**src/hw/fbl_pkg.sv**
```systemverilog
// Constants, encodings and the pattern decode for the fieldbus status LED driver.
// Assumes a single 20 MHz core clock and a synchronous active-low reset.
// Contract
// - The steady blink pattern is lit for 200 ms and dark for 200 ms, with no longer pause.
// - A pattern of n blinks gives n lit pulses of 200 ms with 200 ms gaps, then one second dark.
// - Positions 4, 5, 6 show remote check, bus active and outgoing disabled; 1, 2, 3 show run, power, error.
// - The green bus-active LED is lit while the module transmits and dark otherwise.
// - The remote-check LED is lit only when the incoming link is good and no bus reset is asserted.
// - The yellow outgoing-disabled LED is lit whenever the outgoing segment is disabled.
// - The next-node sense input detects a downstream node, and with none the ring is closed locally.
// - The power LED is lit while logic power is adequate and dark otherwise.
// - During self test both the run and the error LED show the two-blink pattern.
// - When operational with a matching configuration, run is on and error is off.
// - A fatal error stops the island, turns run off and blinks error steadily, for good.
package fbl_pkg;

  // ---------------------------------------------------------------------------
  // Timing
  // ---------------------------------------------------------------------------
  localparam int CLK_MHZ = 20;
  localparam int TICK_US = 1000;
  localparam int TICK_CYCLES = TICK_US * CLK_MHZ;
  localparam int BLINK_MS = 200;
  localparam int GAP_MS = 1000;
  localparam logic [9:0] BLINK_TICKS = 10'(BLINK_MS * 1000 / TICK_US);
  localparam logic [9:0] GAP_TICKS = 10'(GAP_MS * 1000 / TICK_US);

  // ---------------------------------------------------------------------------
  // Register map
  // ---------------------------------------------------------------------------
  localparam logic [7:0] CTRL_OFFSET = 8'h00;
  localparam logic [7:0] STATUS_OFFSET = 8'h04;
  localparam int CTRL_STATE_LSB = 0;
  localparam int CTRL_OUTDIS_BIT = 4;
  localparam int STATUS_LED_LSB = 0;
  localparam int STATUS_SENSE_BIT = 8;
  localparam int STATUS_FATAL_BIT = 9;
  localparam logic [3:0] STATE_RESET = 4'h0;
  localparam logic OUTDIS_RESET = 1'b0;

  // ---------------------------------------------------------------------------
  // Encodings
  // ---------------------------------------------------------------------------
  typedef enum logic [1:0] {
    PAT_OFF = 2'b00,
    PAT_ON = 2'b01,
    PAT_STEADY = 2'b10,
    PAT_COUNT = 2'b11
  } fbl_pat_t;

  typedef enum logic [3:0] {
    ST_SELFTEST = 4'h0,
    ST_INIT = 4'h1,
    ST_PREOP = 4'h2,
    ST_AUTOCFG = 4'h3,
    ST_CFG_DONE = 4'h4,
    ST_NO_MODULES = 4'h5,
    ST_ASSIGN_ERR = 4'h6,
    ST_PROTO_ERR = 4'h7,
    ST_FATAL = 4'h8,
    ST_OPERATIONAL = 4'h9,
    ST_MISMATCH = 4'hA,
    ST_STOPPED = 4'hB,
    ST_INTERNAL_FAIL = 4'hC
  } fbl_island_t;

  // Returns {pattern, blink count} for the run LED, or for the error LED when isErr is set.
  function automatic logic [4:0] decodeLed(input logic [3:0] state, input logic isErr);
    logic [4:0] run;
    logic [4:0] err;
    run = {PAT_OFF, 3'h0};
    err = {PAT_OFF, 3'h0};
    case (state)
      ST_SELFTEST:
      begin
        run = {PAT_COUNT, 3'h2};
        err = {PAT_COUNT, 3'h2};
      end
      ST_PREOP: run = {PAT_COUNT, 3'h1};
      ST_AUTOCFG: run = {PAT_STEADY, 3'h0};
      ST_CFG_DONE: run = {PAT_COUNT, 3'h3};
      ST_NO_MODULES: err = {PAT_COUNT, 3'h6};
      ST_ASSIGN_ERR: err = {PAT_COUNT, 3'h2};
      ST_PROTO_ERR: err = {PAT_COUNT, 3'h5};
      ST_FATAL: err = {PAT_STEADY, 3'h0};
      ST_OPERATIONAL: run = {PAT_ON, 3'h0};
      ST_MISMATCH:
      begin
        run = {PAT_ON, 3'h0};
        err = {PAT_COUNT, 3'h3};
      end
      ST_STOPPED: run = {PAT_COUNT, 3'h4};
      ST_INTERNAL_FAIL: err = {PAT_ON, 3'h0};
      default:
      begin
        run = {PAT_OFF, 3'h0};
        err = {PAT_OFF, 3'h0};
      end
    endcase
    return isErr ? err : run;
  endfunction

endpackage

```
**src/hw/fbl_pattern_gen.sv**
```systemverilog
// One LED pattern sequencer: off, on, steady blink or a counted blink train.
// Assumes a one-cycle tick every millisecond and a restart pulse on each state change.
`timescale 1ns/100ps
module fbl_pattern_gen (
  input wire logic core_clk,
  input wire logic rstn,
  input wire logic tick,
  input wire logic restart,
  input wire logic [1:0] mode,
  input wire logic [2:0] count,
  output logic led
);

  typedef struct packed {
    logic lit;
    logic [9:0] timer;
    logic [2:0] pulses;
    logic led;
  } fbl_gen_state_t;

  fbl_gen_state_t s_reg;
  fbl_gen_state_t s_next;
  logic lastDone;

  // ---------------------------------------------------------------------------
  // Sequencer
  // ---------------------------------------------------------------------------
  always_comb
  begin
    s_next = s_reg;
    lastDone = (mode == fbl_pkg::PAT_COUNT) && (s_reg.pulses >= count);
    if (restart)
    begin
      s_next.lit = 1'b1;
      s_next.timer = 10'h000;
      s_next.pulses = 3'h0;
    end
    else if (tick)
    begin
      s_next.timer = s_reg.timer + 10'h001;
      if (s_reg.lit && s_reg.timer == fbl_pkg::BLINK_TICKS - 10'h001)
      begin
        s_next.lit = 1'b0;
        s_next.timer = 10'h000;
        s_next.pulses = s_reg.pulses + 3'h1;
      end
      else if (!s_reg.lit && !lastDone && s_reg.timer == fbl_pkg::BLINK_TICKS - 10'h001)
      begin
        s_next.lit = 1'b1;
        s_next.timer = 10'h000;
      end
      else if (!s_reg.lit && lastDone && s_reg.timer == fbl_pkg::GAP_TICKS - 10'h001)
      begin
        s_next.lit = 1'b1;
        s_next.timer = 10'h000;
        s_next.pulses = 3'h0;
      end
    end
    // The gap after the last pulse replaces the ordinary dark gap, so it is a full second.
    unique case (mode)
      fbl_pkg::PAT_OFF: s_next.led = 1'b0;
      fbl_pkg::PAT_ON: s_next.led = 1'b1;
      fbl_pkg::PAT_STEADY: s_next.led = s_next.lit;
      fbl_pkg::PAT_COUNT: s_next.led = s_next.lit;
    endcase
  end

  always_ff @(posedge core_clk)
  begin
    if (!rstn)
      s_reg <= '0;
    else
      s_reg <= s_next;
  end

  assign led = s_reg.led;
endmodule

```
**src/hw/fbl_led_driver.sv**
```systemverilog
// Top of the fieldbus status LED driver with its AHB-Lite register slave.
// Assumes status inputs on core_clk except the next-node sense pin, and one bus master.
//
// Our own choices: the AHB-Lite slave port and the placing of the registers.
`timescale 1ns/100ps
module fbl_led_driver #(
  parameter int TICK_CYCLES = fbl_pkg::TICK_CYCLES
) (
  input wire logic core_clk,
  input wire logic rstn,
  input wire logic hsel,
  input wire logic [31:0] haddr,
  input wire logic [1:0] htrans,
  input wire logic hwrite,
  input wire logic [2:0] hsize,
  input wire logic [31:0] hwdata,
  input wire logic hready,
  output logic hreadyout,
  output logic hresp,
  output logic [31:0] hrdata,
  input wire logic txActive,
  input wire logic inLinkOk,
  input wire logic busResetReq,
  input wire logic powerGood,
  input wire logic next_node_sense,
  output logic ringCloseLocal,
  output logic islandStop,
  output logic ledRun,
  output logic ledPower,
  output logic ledErr,
  output logic remote_check_indicator,
  output logic ledBusActive,
  output logic ledOutDisabled
);

  typedef struct packed {
    logic dphValid;
    logic dphWrite;
    logic [7:0] dphAddr;
    logic [31:0] rdata;
    logic [3:0] islandState;
    logic outDisable;
    logic fatal;
    logic [2:0] senseSync;
    logic sensed;
    logic [15:0] tickCnt;
    logic tick;
    logic [3:0] shownState;
    logic restart;
    logic [5:0] leds;
    logic ringClose;
  } fbl_top_state_t;

  fbl_top_state_t s_reg;
  fbl_top_state_t s_next;
  logic runLed;
  logic errLed;
  logic [4:0] runPat;
  logic [4:0] errPat;
  logic [3:0] effState;

  // ---------------------------------------------------------------------------
  // Register slave, timebase and status logic
  // ---------------------------------------------------------------------------
  always_comb
  begin
    s_next = s_reg;
    s_next.restart = 1'b0;
    // Data phase of a write: the bus never stalls, so this is one cycle.
    if (s_reg.dphValid && s_reg.dphWrite && s_reg.dphAddr == fbl_pkg::CTRL_OFFSET)
    begin
      if (!s_reg.fatal)
        s_next.islandState = hwdata[fbl_pkg::CTRL_STATE_LSB +: 4];
      s_next.outDisable = hwdata[fbl_pkg::CTRL_OUTDIS_BIT];
    end
    // A fatal state latches until reset; later writes cannot restart the island.
    if (s_next.islandState == fbl_pkg::ST_FATAL)
      s_next.fatal = 1'b1;
    s_next.dphValid = hsel && htrans[1] && hready;
    if (hsel && htrans[1] && hready)
    begin
      s_next.dphWrite = hwrite;
      s_next.dphAddr = {haddr[7:2], 2'b00};
    end
    s_next.rdata = 32'h0000_0000;
    if (hsel && htrans[1] && hready && !hwrite)
    begin
      if ({haddr[7:2], 2'b00} == fbl_pkg::CTRL_OFFSET)
      begin
        s_next.rdata[fbl_pkg::CTRL_STATE_LSB +: 4] = s_next.islandState;
        s_next.rdata[fbl_pkg::CTRL_OUTDIS_BIT] = s_next.outDisable;
      end
      else if ({haddr[7:2], 2'b00} == fbl_pkg::STATUS_OFFSET)
      begin
        s_next.rdata[fbl_pkg::STATUS_LED_LSB +: 6] = s_reg.leds;
        s_next.rdata[fbl_pkg::STATUS_SENSE_BIT] = s_reg.sensed;
        s_next.rdata[fbl_pkg::STATUS_FATAL_BIT] = s_reg.fatal;
      end
    end
    // Three stages on the pin; a level counts once the last two agree.
    s_next.senseSync = {s_reg.senseSync[1:0], next_node_sense};
    if (s_reg.senseSync[1] == s_reg.senseSync[2])
      s_next.sensed = s_reg.senseSync[2];
    s_next.ringClose = !s_reg.sensed;
    s_next.tick = 1'b0;
    if (s_reg.tickCnt == 16'(TICK_CYCLES - 1))
    begin
      s_next.tickCnt = 16'h0000;
      s_next.tick = 1'b1;
    end
    else
      s_next.tickCnt = s_reg.tickCnt + 16'h0001;
    if (effState != s_reg.shownState)
    begin
      s_next.shownState = effState;
      s_next.restart = 1'b1;
      // Realigning the timebase keeps the first pulse after a change a full length.
      s_next.tickCnt = 16'h0000;
      s_next.tick = 1'b0;
    end
    s_next.leds[0] = runLed;
    s_next.leds[1] = powerGood;
    s_next.leds[2] = errLed;
    s_next.leds[3] = inLinkOk && !busResetReq;
    s_next.leds[4] = txActive;
    s_next.leds[5] = s_reg.outDisable || s_reg.ringClose;
  end

  always_ff @(posedge core_clk)
  begin
    if (!rstn)
    begin
      s_reg <= '0;
      s_reg.islandState <= fbl_pkg::STATE_RESET;
      s_reg.outDisable <= fbl_pkg::OUTDIS_RESET;
      s_reg.ringClose <= 1'b1;
      s_reg.leds <= 6'h20;
    end
    else
      s_reg <= s_next;
  end

  // The shown state trails the register by one cycle, which costs nothing visible.
  assign effState = s_reg.fatal ? fbl_pkg::ST_FATAL : s_reg.islandState;
  assign runPat = fbl_pkg::decodeLed(s_reg.shownState, 1'b0);
  assign errPat = fbl_pkg::decodeLed(s_reg.shownState, 1'b1);

  // ---------------------------------------------------------------------------
  // Pattern sequencers
  // ---------------------------------------------------------------------------
  fbl_pattern_gen runGen (
    .core_clk(core_clk),
    .rstn(rstn),
    .tick(s_reg.tick),
    .restart(s_reg.restart),
    .mode(runPat[4:3]),
    .count(runPat[2:0]),
    .led(runLed)
  );

  fbl_pattern_gen errGen (
    .core_clk(core_clk),
    .rstn(rstn),
    .tick(s_reg.tick),
    .restart(s_reg.restart),
    .mode(errPat[4:3]),
    .count(errPat[2:0]),
    .led(errLed)
  );

  assign hreadyout = 1'b1;
  assign hresp = 1'b0;
  assign hrdata = s_reg.rdata;
  assign ringCloseLocal = s_reg.ringClose;
  assign islandStop = s_reg.fatal;
  assign ledRun = s_reg.leds[0];
  assign ledPower = s_reg.leds[1];
  assign ledErr = s_reg.leds[2];
  assign remote_check_indicator = s_reg.leds[3];
  assign ledBusActive = s_reg.leds[4];
  assign ledOutDisabled = s_reg.leds[5];
endmodule

```
**config.mk**
```make
export PLATFORM = sky130hd
export DESIGN_NAME = fbl_led_driver
export DESIGN_NICKNAME = d
export VERILOG_FILES = /design/src/hw/fbl_pkg.sv /design/src/hw/fbl_pattern_gen.sv /design/src/hw/fbl_led_driver.sv
export SDC_FILE = /design/constraint.sdc
export NUM_CORES = 1
export LEC_CHECK = 0
export ABC_CLOCK_PERIOD_IN_PS = 4100
export BUFFER_PORTS_ARGS = -buffer_cell sky130_fd_sc_hd__buf_2
export CELL_PAD_IN_SITES_DETAIL_PLACEMENT = 1
export CELL_PAD_IN_SITES_GLOBAL_PLACEMENT = 1
export CORE_UTILIZATION = 41
export DETAILED_ROUTE_END_ITERATION = 8
export HOLD_SLACK_MARGIN = 0.15
export PLACE_DENSITY_LB_ADDON = 0.05
export SLEW_MARGIN = 20
export SYNTH_ARGS = -nofsm -noshare
export SYNTH_HDL_FRONTEND = slang
export SYNTH_SLANG_ARGS = --single-unit
```
**constraint.sdc**
```tcl
create_clock -name core_clk -period 4.1 [get_ports core_clk]
set_input_delay 0.41 -clock core_clk [delete_from_list [all_inputs] [get_ports core_clk]]
set_output_delay 0.41 -clock core_clk [all_outputs]
set_load 0.05 [all_outputs]
```
### Word level (Yosys, flattened, before mapping)

Index checks and enable logic that the tools add are counted.

| word-level totals | value |
|---|---|
| memories | 0 |
| bits in read-only memories | 0 |
| register bits | 109 |
| latch bits | 0 |
| memory bits (writable) | 0 |
| output and inout bits | 42 |

| cells by class | value |
|---|---|
| reductions and logical operators | 44 |
| add/subtract/negate cells | 5 |
| multiplexer cells | 23 |
| multipliers | 0 |
| magnitude comparators | 2 |
| eq/ne operators | 28 |
| bitwise gates (word level) | 3 |
| shift operators | 0 |
| divide/modulo/power cells | 0 |

Operator list:

| operator | number |
|---|---|
| 14-bit two-way mux | 8 |
| 5-bit case mux with 6 select lines | 2 |
| 4-bit equality test (second input constant) | 6 |
| 11-bit two-way mux | 2 |
| 10-bit by 1-bit adder with 10-bit output (second input constant) | 2 |
| 10-bit equality test (second input constant) | 2 |
| 10-bit by 8-bit equality test with 1-bit output (second input constant) | 2 |
| 1-bit logical AND | 18 |
| 16-bit by 1-bit adder with 16-bit output (second input constant) | 1 |
| 16-bit by 15-bit equality test with 1-bit output (second input constant) | 1 |
| 4-bit by 3-bit equality test with 1-bit output (second input constant) | 4 |
| 2-bit OR reduction | 6 |
| 5-bit two-way mux | 2 |
| 2-bit equality test (second input constant) | 4 |
| 4-bit by 2-bit equality test with 1-bit output (second input constant) | 2 |
| 8-bit logical NOT | 1 |
| 4-bit two-way mux | 2 |
| 1-bit logical NOT | 7 |
| 3-bit by 1-bit adder with 3-bit output (second input constant) | 2 |
| 6-bit by 1-bit equality test with 1-bit output (second input constant) | 1 |
| 3-bit greater-or-equal comparator | 2 |
| 6-bit logical NOT | 1 |
| 3-bit two-way mux | 2 |
| 6-bit two-way mux | 1 |
| 15 further kinds | 24 |

### Depth between registers and ports, before layout

| depth | value |
|---|---|
| word-level depth | 13 |
| mapped depth | 14 |

### Cells and area by module

From an unflattened synthesis, not the netlist that was laid out.

| second synthesis, totals | value |
|---|---|
| cells, all modules | 514 |
| area, all modules | 4474.3 um^2 |

Modules (own cells, without submodules):

| module | area each (um^2) | cells each | seq. area each (um^2) | times used |
|---|---|---|---|---|
| fbl_led_driver | 2652.5 | 288 | 1101.1 | 1 |
| fbl_pattern_gen | 910.9 | 113 | 300.3 | 2 |

### Least setup slack after synthesis

OpenSTA, ideal clock, no wires.

| path | value |
|---|---|
| kind | reg2reg |
| from | register s_reg[9] (netlist name) |
| to | register errGen.s_reg[10] (netlist name) |
| path buffers | 3 |
| data required time | 4009 ps |
| data arrival time | 2632 ps |
| stages on the path, launching flop included | 14 |
| setup slack | 1377 ps |
| cell sequence | dfxtp_1 > clkbuf_2 > buf_2 > nor2b_1 > a21oi_1 > o22a_1 > ha_1 > or3b_2 > a21oi_2 > o31ai_2 > a21oi_4 > buf_6 > nand2_1 > a311oi_1 |

| on the way | value |
|---|---|
| longest elaborated chain between the ends | 10 |
| elaborated cells between the ends (all ways) | 20 |
| classes of those cells | order compare: 1; eq/ne: 7; mux: 4; reduce/logical: 8 |

Ends and longest elaborated chain:

| item | line | text |
|---|---|---|
| start: declaration | fbl_led_driver.sv:54 | `fbl_top_state_t s_reg;` |
| start signal: assignment | fbl_led_driver.sv:140 | `s_reg <= s_next;` |
| 4-bit by 3-bit equality test with 1-bit output or 4-bit logical NOT (tied branches) | n/a |  |
| 2-bit OR reduction (no line) | n/a |  |
| 5-bit case mux with 6 select lines * | fbl_pkg.sv:73 | `case (state)` |
| 3-bit greater-or-equal comparator or 2-bit equality test (tied branches) | fbl_pattern_gen.sv:31 | `lastDone = (mode == fbl_pkg::PAT_COUNT) && (s_reg.pulses >= count);` |
| 1-bit logical AND * | fbl_pattern_gen.sv:31 |  |
| 1-bit logical AND or 1-bit logical NOT (tied branches) | fbl_pattern_gen.sv:52, fbl_pattern_gen.sv:47 |  |
| 1-bit logical AND, on equally long branches | fbl_pattern_gen.sv:52, fbl_pattern_gen.sv:47 |  |
| 14-bit two-way mux or 1-bit logical AND (tied branches) | fbl_pattern_gen.sv:52, fbl_pattern_gen.sv:47 |  |
| 11-bit two-way mux * | fbl_pattern_gen.sv:47 | `else if (!s_reg.lit && !lastDone && s_reg.timer == fbl_pkg::BLINK_TICKS - 10'h001)` |
| 14-bit two-way mux * | fbl_pattern_gen.sv:41 | `if (s_reg.lit && s_reg.timer == fbl_pkg::BLINK_TICKS - 10'h001)` |
| end signal: assignment | fbl_pattern_gen.sv:73 | `s_reg <= s_next;` |
| end: declaration | fbl_pattern_gen.sv:21 | `fbl_gen_state_t s_reg;` |

Mark *: on every way between the ends. The rest lies on a longest branch, timed or not. The select of a mux whose other input is x is not followed.
A chain may end at the register's enable or synchronous reset.

### Final worst setup path

| path | value |
|---|---|
| from | register s_reg[9] (netlist name) |
| to | register errGen.s_reg[12] (netlist name) |

The elaborated chain is that of the path after synthesis.

==> impl_results.md <==
- Drt first pass iters: 4
- Tot Pwr: ~1.6 mW
- Largest register FFs: 37
- Setup TNS: 0 ns
- M2 GR Usage: between 20% and 30%
- Longest Clk Path Bufs: 2
- Async set-reset flop share out of synthesis: 0%
- Clock power share: roughly two fifths
- Gr busiest metal: met2
- WP data arrival: roughly 3.5 ns
- Setup violators final: 0
- Die Wd: about 100 um
- # DRC: 0
- Worst-Skew Late Latency: 0.37 ns
- Vias post-DR: 3,251
- Final core utilization: a little under half
- CP endpoint: errGen.s_reg[12]$_SDFFE_PP0P_
- # rows: 36
- Sequential share of the synthesized area: 40.7%
- Final Cell Area: around 4500 um^2
- Post_cts resized: 0
- Synth area leader: dfxtp_1
- Via/cell ratio: 5.11
- Clock Sinks: 85
- Yosys Warn Count: 0
- Max FO, Critical Path: 17
- Hold_buf cts: 1
- Remaining global-route overflow: 0
- Synth Register Bits: between 80 and 90
- H-tree Lvls: 3
- Setup Skew: about 0.011 ns
- Lkg Pwr: 1.72 nW
- Crit. End Element: flop
- Library cells used by synthesis: 59
- Max_cap viols: 0
- Die Ht: 103 um
- Die footprint: around 11,000 um^2
- I/O Pins: 121
- GRT met3 Usage: about 4.8%
- Share of cells above drive strength 1: a little over an eighth
- Total GRT Usage: between 15 and 20%
- CTS buffer count: 9
- Most common cell after layout, fill and taps aside: dfxtp_1
- # diodes: 0
- CTS tree: built
- First-pass GRT wire length: 14.6 mm
- Comb pwr share: under 10%
- Final Hold Viols: 0
- Final GP Congestion: around 0.72
- Status: complete, no violations
- Switching portion of total power: between 20% and 30%
- Peak VDD IR: around 0.22 mV
- P_int: approximately 1.2 mW
- Final Non-Filler Cells: roughly 640
- R2R cell count: 10
- Fin. max-slew vios: 0
- Pwr/cell area: ~360 nW/um^2
- Nets: 588
- NetSw: between 400 and 500 uW
- Worst R2R End: errGen.s_reg[12]$_SDFFE_PP0P_
- Hold crit path type: in -> reg
- Critical path class: reg -> reg
- Ys flop type: dfxtp_1
- IO Port Bufs: 37
- CTS clk-pin slew, worst paths: 0.09 ns
- Critical path startpoint: s_reg[9]$_SDFFE_PN0P_
- DR WL/cell: between 10 and 15 um
- Final Cycle Share: 78.9%
- Root Driver: clkbuf_8
- Largest net degree at the start of global routing: 37
- Dpl hpwl: between 6 and 7 mm
- Avg Inst Size Synth: roughly 9 um^2
- Max Freq: 309 MHz
- RSZ-0062 raised after global routing: false
- Initial antenna violation count: 0
- Worst slew margin: 46.8%
- Tmin final: around 3.2 ns
- Critical Path Source Type: flop
- Worst Path Required: about 4.4 ns
- Vias in the first global route: between 3,000 and 4,000
- Seq pwr share: approximately half
- Detail Route Antenna Nets: 0
- Initial core utilization: roughly 43%
- Leading cell types in the layout, fill and taps excluded: dfxtp_1, nor2_1, nand2_1, buf_2, conb_1
- Synth Instances: approximately 480
- Post-Place Cells: 619
- Reg-to-reg critical path startpoint: s_reg[9]$_SDFFE_PN0P_
- Number of synthesized flops with an enable pin: 0
- Initial DRC Count: 62
- Post-Route WL: ~8.5 mm
- Synth top area cells: dfxtp_1, buf_4, nor2_1
- Post-CTS Setup Repair Bufs: 0
- FF-to-FF setup slack: between 0.8 and 0.9 ns
- Post-DP Area: approximately 4300 um^2
- Met1 GRT Util: about 22%
- Core Region: ~9800 um^2
- Share of the synthesized area in the top cell type: between 40% and 50%
- Layout area overhead: 8.14%
- Netlist Area Pre-Place: around 4200 um^2
- Worst-margin pin slew: between 0.7 and 0.8 ns
-- worst max-delay path, cell delays in order, from the launching register on --
cell and delay, ns:
dfxtp_1 0.66, nor2b_1 0.27, a21oi_1 0.10, o22a_1 0.20
ha_1 0.20, or3b_2 0.48, a21oi_2 0.25, o31ai_2 0.14
a21oi_4 0.41, o21ai_0 0.16, a311oi_1 0.27
-- cells by family (layout without fill, tap and decap cells) --
logic type	count (synthesis)	count (layout)	share of synthesized area [%]
flops	85	85	40.7
buf+inv	63	65	9.37
xor+xnor	28	28	5.87
mux	9	9	2.16
simple gates	205	205	25.4
other cells	2	26	0.180
fa+ha+maj	11	11	3.29
compound gates	74	74	13.0
-- final cells by class --
| type | instances | area [um^2] |
|---|---|---|
| multi-input cells | 353 | 2180 |
| clock buffers | 10 | 138 |
| well taps | 133 | 166 |
| flip-flops and latches | 85 | 1700 |
| clock inverters | 6 | 93.8 |
| repair buffers | 40 | 210 |
| fillers | 1238 | 5300 |
| inverters | 9 | 33.8 |
-- power groups by stage --
| stage | Sequential, mW | Clock, mW | Combinational, mW |
|---|---|---|---|
| after floorplan | 0.862 | 0 | 0.101 |
| after global placement | 0.857 | 0 | 0.108 |
| after detailed placement | 0.858 | 0 | 0.109 |
| after CTS | 0.838 | 0.708 | 0.110 |
| after global routing | 0.840 | 0.735 | 0.118 |
| final | 0.838 | 0.675 | 0.109 |
-- metal layers --
layer	routed length, um	vias to the layer above	part of all wire [%]
met3	283	16	3.3
met5	0	-	0
met4	214	0	2.5
li1	-	1637	-
met1	3920	1547	46
met2	4080	51	48
-- synthesized netlist by cell type (all sizes together) (2+ instances only) --
cell type and instances:
a22oi 3, clkbuf 14, nand4 10, inv 9, nor4 3, a41oi 2
dfxtp 85, or3b 2, conb 2, or4 3, o21a 8, ha 11
nor3 16, o211ai 2, and2 13, nand2b 8, xor2 18, or3 3
a21oi 15, xnor2 10, a311oi 8, mux2i 9, nand3 20, o31a 3
nor2 48, a31oi 4, and3 10, o22ai 2, nor4bb 4, a21boi 10
buf 40, o31ai 3, a211oi 2, nor4b 2, nand2 44, nor2b 13
o21ai 7
-- how the worst min path moves through the flow --
stage / start / to / cells past startpoint
final: next_node_sense / s_next[31]$_SDFF_PN0_ / 2
after global placement: s_reg[29]$_SDFFE_PN0N_ / ringCloseLocal$_SDFF_PN1_ / 1
after detailed placement: s_reg[29]$_SDFFE_PN0N_ / ringCloseLocal$_SDFF_PN1_ / 1
after CTS: next_node_sense / s_next[31]$_SDFF_PN0_ / 2
after floorplan: s_reg[29]$_SDFFE_PN0N_ / ringCloseLocal$_SDFF_PN1_ / 1
after global routing: powerGood / ledPower$_SDFF_PN0_ / 2
-- per-stage QoR --
stage	hold slack, ns	worst slack [ns]
4_1_cts	0.210	0.848
3_5_place_dp	0.402	0.848
2_1_floorplan	0.377	1.38
3_3_place_gp	0.400	0.964
6_report	0.239	0.864
5_1_grt	0.217	0.521
(Power assumes the default switching activity.)
